==> src/bid_defs.svh <==
// Constants for the jump and increment decode block
`ifndef BID_DEFS_SVH
`define BID_DEFS_SVH
// ****************************************
// Instruction fields
// ****************************************
`define INSTR_W 14
`define PC_W 13
`define DATA_W 8
`define FADDR_W 7
`define LATCH_W 5
`define JUMP_OP_MSB 13
`define JUMP_OP_LSB 11
`define JUMP_OP 3'h5
`define ALU_OP_MSB 13
`define ALU_OP_LSB 8
`define INCR_SKIP_OP 6'h0f
`define INCR_OP 6'h0a
`define DEST_BIT 7
`define TARGET_MSB 10
`define LATCH_PAGE_MSB 4
`define LATCH_PAGE_LSB 3
`define DATA_ONE 8'h01
`define DATA_ZERO 8'h00
`define PC_RESET 13'h0000
`endif

==> src/bid_pkg.sv <==
// Types for the jump and increment decode block
package bid_pkg;
  typedef enum logic [0:0] {
    ST_RUN = 1'b0,
    ST_NOP = 1'b1
  } step_state_t;
endpackage

==> src/branch_and_increment_decode.sv <==
// Decode and execute of the jump and both increment instructions
`timescale 1ns/1ps
`default_nettype none
`include "bid_defs.svh"
module branch_and_increment_decode import bid_pkg::*; (
  // Clock and reset
  input wire logic clock,
  input wire logic arst_n,
  // Instruction step
  input wire logic instr_valid,
  output logic instr_ready,
  input wire logic [`INSTR_W-1:0] instr_word,
  input wire logic [`LATCH_W-1:0] upper_page_latch,
  // Register file read
  output logic [`FADDR_W-1:0] reg_raddr,
  input wire logic [`DATA_W-1:0] reg_rdata,
  // Results
  output logic reg_we_reg,
  output logic [`FADDR_W-1:0] reg_waddr_reg,
  output logic [`DATA_W-1:0] result_reg,
  output logic wacc_we_reg,
  output logic zero_we_reg,
  output logic zero_val_reg,
  output logic pc_load_reg,
  output logic [`PC_W-1:0] pc_target_reg,
  output logic discard_reg,
  output logic unknown_reg
);

  // ****************************************
  // Decode
  // ****************************************
  step_state_t state_reg;
  step_state_t state_next;
  logic take;
  logic [`JUMP_OP_MSB-`JUMP_OP_LSB:0] jump_field;
  logic [`ALU_OP_MSB-`ALU_OP_LSB:0] alu_field;
  logic [`TARGET_MSB:0] jump_imm;
  logic [`LATCH_PAGE_MSB-`LATCH_PAGE_LSB:0] page_bits;
  logic [`FADDR_W-1:0] reg_field;
  logic is_jump;
  logic is_incr_skip;
  logic is_incr;
  logic is_incr_any;
  logic dest_reg_sel;
  logic [`DATA_W-1:0] sum;
  logic sum_zero;
  logic skip;
  logic load_jump;
  logic load_incr;
  logic load_zero;
  logic write_reg;
  logic write_acc;

  // A second cycle is always a bubble, so nothing is taken during it
  assign instr_ready = (state_reg == ST_RUN);
  assign take = instr_valid && instr_ready;

  // ****************************************
  // Field split
  // ****************************************
  // Slices are taken once so every consumer agrees on them
  assign jump_field = instr_word[`JUMP_OP_MSB:`JUMP_OP_LSB];
  assign alu_field = instr_word[`ALU_OP_MSB:`ALU_OP_LSB];
  assign jump_imm = instr_word[`TARGET_MSB:0];
  assign page_bits = upper_page_latch[`LATCH_PAGE_MSB:`LATCH_PAGE_LSB];
  assign reg_field = instr_word[`FADDR_W-1:0];
  assign dest_reg_sel = instr_word[`DEST_BIT];

  // ****************************************
  // Opcode match
  // ****************************************
  // Jump matches on three bits only; the immediate is never inspected
  assign is_jump = (jump_field == `JUMP_OP);
  assign is_incr_skip = (alu_field == `INCR_SKIP_OP);
  assign is_incr = (alu_field == `INCR_OP);
  assign is_incr_any = is_incr_skip || is_incr;
  assign load_jump = take && is_jump;
  assign load_incr = take && is_incr_any;
  assign load_zero = take && is_incr;

  // ****************************************
  // Operand and result
  // ****************************************
  // Read address is combinational so the operand is ready the same cycle
  assign reg_raddr = reg_field;
  // The carry out is dropped; only the wrap to zero matters
  assign sum = reg_rdata + `DATA_ONE;
  assign sum_zero = (sum == `DATA_ZERO);
  assign skip = take && is_incr_skip && sum_zero;

  // ****************************************
  // Destination select
  // ****************************************
  assign write_reg = load_incr && dest_reg_sel;
  assign write_acc = load_incr && !dest_reg_sel;

  // ****************************************
  // Step sequencing
  // ****************************************
  always_comb begin
    case (state_reg)
      ST_RUN: begin
        if (take && (is_jump || skip)) begin
          state_next = ST_NOP;
        end else begin
          state_next = ST_RUN;
        end
      end
      ST_NOP: begin
        state_next = ST_RUN;
      end
      default: begin
        state_next = ST_RUN;
      end
    endcase
  end

  always_ff @(posedge clock or negedge arst_n) begin
    if (!arst_n) begin
      state_reg <= ST_RUN;
    end else begin
      state_reg <= state_next;
    end
  end

  // ****************************************
  // Program counter load
  // ****************************************
  // The fetch unit loads its counter on this strobe
  always_ff @(posedge clock or negedge arst_n) begin
    if (!arst_n) begin
      pc_load_reg <= 1'b0;
    end else begin
      pc_load_reg <= load_jump;
    end
  end

  // Target holds between jumps so a late reader still sees it
  always_ff @(posedge clock or negedge arst_n) begin
    if (!arst_n) begin
      pc_target_reg <= `PC_RESET;
    end else if (load_jump) begin
      pc_target_reg <= {page_bits, jump_imm};
    end
  end

  // ****************************************
  // Discard of the word behind
  // ****************************************
  // A jump and a zero skip both cost the word already fetched
  always_ff @(posedge clock or negedge arst_n) begin
    if (!arst_n) begin
      discard_reg <= 1'b0;
    end else begin
      discard_reg <= load_jump || skip;
    end
  end

  // ****************************************
  // Write strobes
  // ****************************************
  always_ff @(posedge clock or negedge arst_n) begin
    if (!arst_n) begin
      reg_we_reg <= 1'b0;
    end else begin
      reg_we_reg <= write_reg;
    end
  end

  always_ff @(posedge clock or negedge arst_n) begin
    if (!arst_n) begin
      wacc_we_reg <= 1'b0;
    end else begin
      wacc_we_reg <= write_acc;
    end
  end

  // ****************************************
  // Write address and result
  // ****************************************
  // Both hold until the next increment, so a slow writer is safe
  always_ff @(posedge clock or negedge arst_n) begin
    if (!arst_n) begin
      reg_waddr_reg <= {`FADDR_W{1'b0}};
    end else if (load_incr) begin
      reg_waddr_reg <= reg_field;
    end
  end

  always_ff @(posedge clock or negedge arst_n) begin
    if (!arst_n) begin
      result_reg <= `DATA_ZERO;
    end else if (load_incr) begin
      result_reg <= sum;
    end
  end

  // ****************************************
  // Zero flag
  // ****************************************
  // Only the plain increment touches the flag; jump and skip leave it
  always_ff @(posedge clock or negedge arst_n) begin
    if (!arst_n) begin
      zero_we_reg <= 1'b0;
    end else begin
      zero_we_reg <= load_zero;
    end
  end

  always_ff @(posedge clock or negedge arst_n) begin
    if (!arst_n) begin
      zero_val_reg <= 1'b0;
    end else if (load_zero) begin
      zero_val_reg <= sum_zero;
    end
  end

  // ****************************************
  // Unhandled words
  // ****************************************
  // Other opcodes belong to the rest of the core; this only flags them
  always_ff @(posedge clock or negedge arst_n) begin
    if (!arst_n) begin
      unknown_reg <= 1'b0;
    end else begin
      unknown_reg <= take && !is_jump && !is_incr_any;
    end
  end

endmodule
`default_nettype wire

==> config.mk <==
export PLATFORM = sky130hd
export DESIGN_NAME = branch_and_increment_decode
export DESIGN_NICKNAME = d
export VERILOG_FILES = /design/src/bid_pkg.sv /design/src/branch_and_increment_decode.sv
export VERILOG_INCLUDE_DIRS = /design/src
export SDC_FILE = /design/constraint.sdc
export NUM_CORES = 1
export LEC_CHECK = 0
export ABC_AREA = 1
export BUFFER_PORTS_ARGS = -buffer_cell sky130_fd_sc_hd__clkbuf_2
export CAP_MARGIN = 20
export CORE_ASPECT_RATIO = 0.7
export CORE_MARGIN = 2
export CORE_UTILIZATION = 46
export DETAILED_ROUTE_END_ITERATION = 8
export PLACE_DENSITY = 0.86
export SLEW_MARGIN = 20
export SYNTH_ARGS = -nofsm -noshare
export SYNTH_HDL_FRONTEND = slang
export SYNTH_SLANG_ARGS = --single-unit
==> constraint.sdc <==
create_clock -name clock -period 1.35 [get_ports clock]
set_clock_uncertainty 0.1 [all_clocks]
set_input_delay 0.27 -clock clock [delete_from_list [all_inputs] [get_ports clock]]
set_output_delay 0.27 -clock clock [all_outputs]
set_load 0.1 [all_outputs]
-- Word-level counts from Yosys, hierarchy flattened
Cells that the tools add are included.
- bits in registers: 36
- input port bits: 30
- output and inout port bits: 43
- logic and storage cells: 36
- add/sub/neg operators: 1
- equal/unequal tests: 3
- multiplexer cells: 2
- bitwise operators: 1
- reductions and logical operators: 18
- operators by type and width (operator ; count):
    6-bit by 4-bit equality test with 1-bit output, second input constant ; 2
    1-bit logical AND ; 11
    8-bit by 1-bit adder with 8-bit output, second input constant ; 1
    8-bit zero test ; 1
    3-bit equality test, second input constant ; 1
    1-bit zero test ; 3
    1-bit logical OR ; 3
    1-bit case mux with 2 select lines ; 1
    1-bit two-way mux ; 1
    1-bit NOT ; 1

-- Logic depth before layout (Yosys ltp)
- word-level depth: 8
- gate-level depth with buffers: 9

-- Worst setup path before layout
Ideal clock, no wire load.
- path type: reg2reg
- start: register zero_val_reg (netlist name)
- end: register zero_val_reg
- setup time: 0.070 ns
- data arrival time: 1.181 ns
- data required time: 1.180 ns
- setup slack: -0.001 ns
- stages on the path, launching flop included: 3
- buffers on the path: 0
- clock period less this slack: 1.351 ns
- path through: dfrtp_1 > o21ai_0 > nand2_1
- RTL lines (what ; line ; text):
    to (signal assigned) ; branch_and_increment_decode.sv:215 ; zero_val_reg <= sum_zero;
    to (decl) ; branch_and_increment_decode.sv:23 ; output logic zero_val_reg,

-- Worst setup path after layout
- start: register state_reg
- end: output instr_ready
- longest elaborated chain between the ends: 1
- ends and longest elaborated chain (what ; line ; text):
    from (decl) ; branch_and_increment_decode.sv:33 ; step_state_t state_reg;
    from (signal assigned) ; branch_and_increment_decode.sv:123 ; state_reg <= state_next;
    1-bit NOT ; branch_and_increment_decode.sv:56 ; assign instr_ready = (state_reg == ST_RUN);
    to (decl) ; branch_and_increment_decode.sv:11 ; output logic instr_ready,
Every way passes these cells.

==> impl_results.md <==
- Critical R2R Launch: state_reg
- Worst-path maximum fanout: 2
- Final WL: 4520 um
- Endpoints failing setup: 0
- Number of core rows: 18
- CP endpoint kind: primary output
- Setup_tns: 0 ps
- Slowest-stage cell, CP: dfrtp_1
- I/O Buffers: 69
- Cts bufs inserted: 5
- CTS root buf: clkbuf_8
- Cell Pwr Density: 1680 nW/um^2
- Post-Synth Simple-Gate Area: 0.336
- RD Place Congestion: 0.830
- Critical Path Start Type: flop
- Largest register FFs: 13
- LEAKAGE: 1.52 nW
- Placed wire-length estimate: 3570 um
- Number of fill cells: 202
- First-pass GRT wire length: 7210 um
- RSZ-0062 raised after global routing: true
- # diodes: 0
- Hold Path Stages: 2
- Htree depth: 2
- Initial antenna violation count: 0
- Critical Path RT: 980 ps
- CP max stage delay: 410 ps
- Total core area: 3490 um^2
- Die Height: 54.2 um
- Final period utilization: 0.976
- Reg-to-reg slack, setup: 60 ps
- Max VDD drop: 1.22 mV
- GR Overflow Total: 0
- Residual DRC: 0
- Reg power frac: 0.303
- Critical register-to-register path endpoint: result_reg[7]
- Sw Share: 0.477
- Drt wl/cell: 13.8 um
- Syn_area_per_cell: 8.24 um^2
- I/O pin total: 73
- Placed insts: 319
- HP Start: instr_word[7]
- HP Class: in -> reg
- CTS clk-pin slew, worst paths: 70 ps
- Die W: 75.7 um
- Synthesis-stage register bit count: 36
- Combinational family with the most area after synthesis: simple AND/OR/NAND/NOR gates
- Final nets: 308
- Hold Path End: wacc_we_reg
- Compound-Gate Fraction of Synth Area: 0.0204
- Yosys warns: 0
- Combinational power share: 0.530
- Critical Path AT: 950 ps
- Layout area overhead: 72.3%
- Die area: 4100 um^2
- Internal power: 2.51 mW
- Mapped Cells: 201
- Slew Viols, Final: 0
- CP cell instances: inv_2 > buf_12
- Post-synthesis sequential area ratio: 0.544
- Drt pass-1 iters: 4
- Post-Synth XOR/XNOR Area: 0
- Post-synthesis adder-cell area fraction: 0.00756
- CTS tree: yes
- Largest net degree at the start of global routing: 37
- Yosys cell types: 20
- Vias per inst: 4.79
- Layout cells sized above 1: 0.378
- WS Path Type: reg -> out
- Initial Utilization: 0.474
- Multiplexer share of the synthesized area: 0
- Worst slew margin: 0.868
- Slew @ Worst Pin: 197 ps
- Fmax: 759 MHz
- NetSw: 2.28 mW
- Setup bufs post-CTS: 0
- Vias in the first global route: 1576
- Post-Synthesis Cell Area: 1660 um^2
- Synthesized net count: 232
- Final hold vios: 0
- Status: complete, no violations
- Clock share of power: 0.168
- Clk Latency, worst-skew pair: 290 ps
- DRT iter0 DRCs: 86
- Clock buffer depth: 2
- Vias: 1572
- Cell Count, Final, Fillers Out: 328
- GRT Total Usage: 0.250
- Path depth of the worst reg2reg path: 6
- Antenna violation net count after detailed routing: 0
- Fin crit period: 1320 ps
- CTS sink cnt: 36
- Max cap viols: 0
[critical path, delay by kind of cell, from the launching register on]
family / cells / cell delay [ps]
flip-flops: 1 / 410
buffers and inverters: 2 / 250
[cell usage in the layout, fill, tap and decap left out, types with 2 or more instances in the layout]
master	Yosys	routed
o21ai_1	3	3
nand2_2	4	4
nor2_1	11	10
o21ai_0	2	2
nand2_1	96	96
nor2_2	2	3
dfrtp_1	36	35
clkbuf_8	0	6
clkbuf_2	0	26
nand4_1	4	4
nor2_4	3	3
buf_4	9	7
clkinv_2	0	2
buf_12	0	46
nand3_2	2	2
inv_1	15	14
inv_2	2	2
nand3_1	5	5
[how the worst max path moves through the flow]
| stage | start | endpoint | slack [ps] | cells after the start |
|---|---|---|---|---|
| after floorplan | state_reg | instr_ready | 30 | 1 |
| after global placement | reg_rdata[1] | discard_reg | -60 | 9 |
| after detailed placement | instr_word[13] | result_reg[0] | -150 | 8 |
| after CTS | state_reg | pc_target_reg[7] | -6 | 6 |
| after global routing | state_reg | result_reg[7] | -3 | 6 |
| final | state_reg | instr_ready | 30 | 2 |
[power groups by stage]
stage | clock (mW) | combinational (mW) | sequential (mW)
floorplan | 0 | 0.298 | 2.64
global placement | 0 | 2.50 | 1.46
detailed placement | 0 | 2.54 | 1.47
CTS | 0.808 | 2.55 | 1.45
global route | 0.858 | 2.62 | 1.47
finish | 0.803 | 2.54 | 1.45
[Yosys cell counts, drive strengths merged]
cell / number / area share
nand4: 4 / 0.015
nand3b: 1 / 0.0045
nand2: 100 / 0.23
buf: 12 / 0.054
inv: 17 / 0.039
dfrtp: 36 / 0.54
ha: 1 / 0.0076
nor2: 16 / 0.053
nor3: 1 / 0.0030
o21ai: 6 / 0.020
nand3: 7 / 0.027
[through the flow]
| stage | setup WS [ps] | power [mW] | hold slack, ps | instance area [um^2] | util |
|---|---|---|---|---|---|
| 3_5_place_dp | -154 | 4.01 | 150 | 2740 | 0.785 |
| 2_1_floorplan | 33.9 | 2.94 | -126 | 1660 | - |
| 4_1_cts | -6.13 | 4.81 | 25.8 | 2840 | 0.815 |
| 6_report | 31.9 | 4.79 | 27.8 | 2850 | 0.817 |
| 3_3_place_gp | -57.9 | 3.96 | 152 | 2740 | 0.785 |
| 5_1_grt | -2.56 | 4.94 | 46.1 | 2850 | 0.817 |
[cells by family (layout without fill, tap and decap cells)]
| kind of cell | after synthesis | after routing |
|---|---|---|
| adders and majority gates | 1 | 1 |
| DFF | 36 | 36 |
| AOI/OAI and AO/OA | 6 | 6 |
| and+or+nand+nor | 129 | 129 |
| buffers and inverters | 29 | 106 |
[repair_timing]
action	4_1_cts	5_1_grt
hold endpoints to repair	36	0
hold buffers	1	0
endpoints found under the setup margin	1	28
pin swaps	0	1
gates resized for setup	0	5
[cell type report]
cell class / count / area (um^2) / share of cell area
clock buffers: 6 / 82.6 / 0.0289
multi-input cells: 136 / 604 / 0.212
clock inverters: 2 / 10.0 / 0.00351
well taps: 50 / 62.6 / 0.0219
repair buffers: 81 / 1120 / 0.394
inverters: 17 / 66.3 / 0.0232
flip-flops and latches: 36 / 902 / 0.316
[metal layers]
layer	share of wire	up-vias	global-route usage
met4	0.014	0	0.0848
met2	0.54	60	0.459
met1	0.38	748	0.286
met5	0	-	0
li1	-	756	-
met3	0.067	8	0.0637
Power figures use the tool's default switching activity.
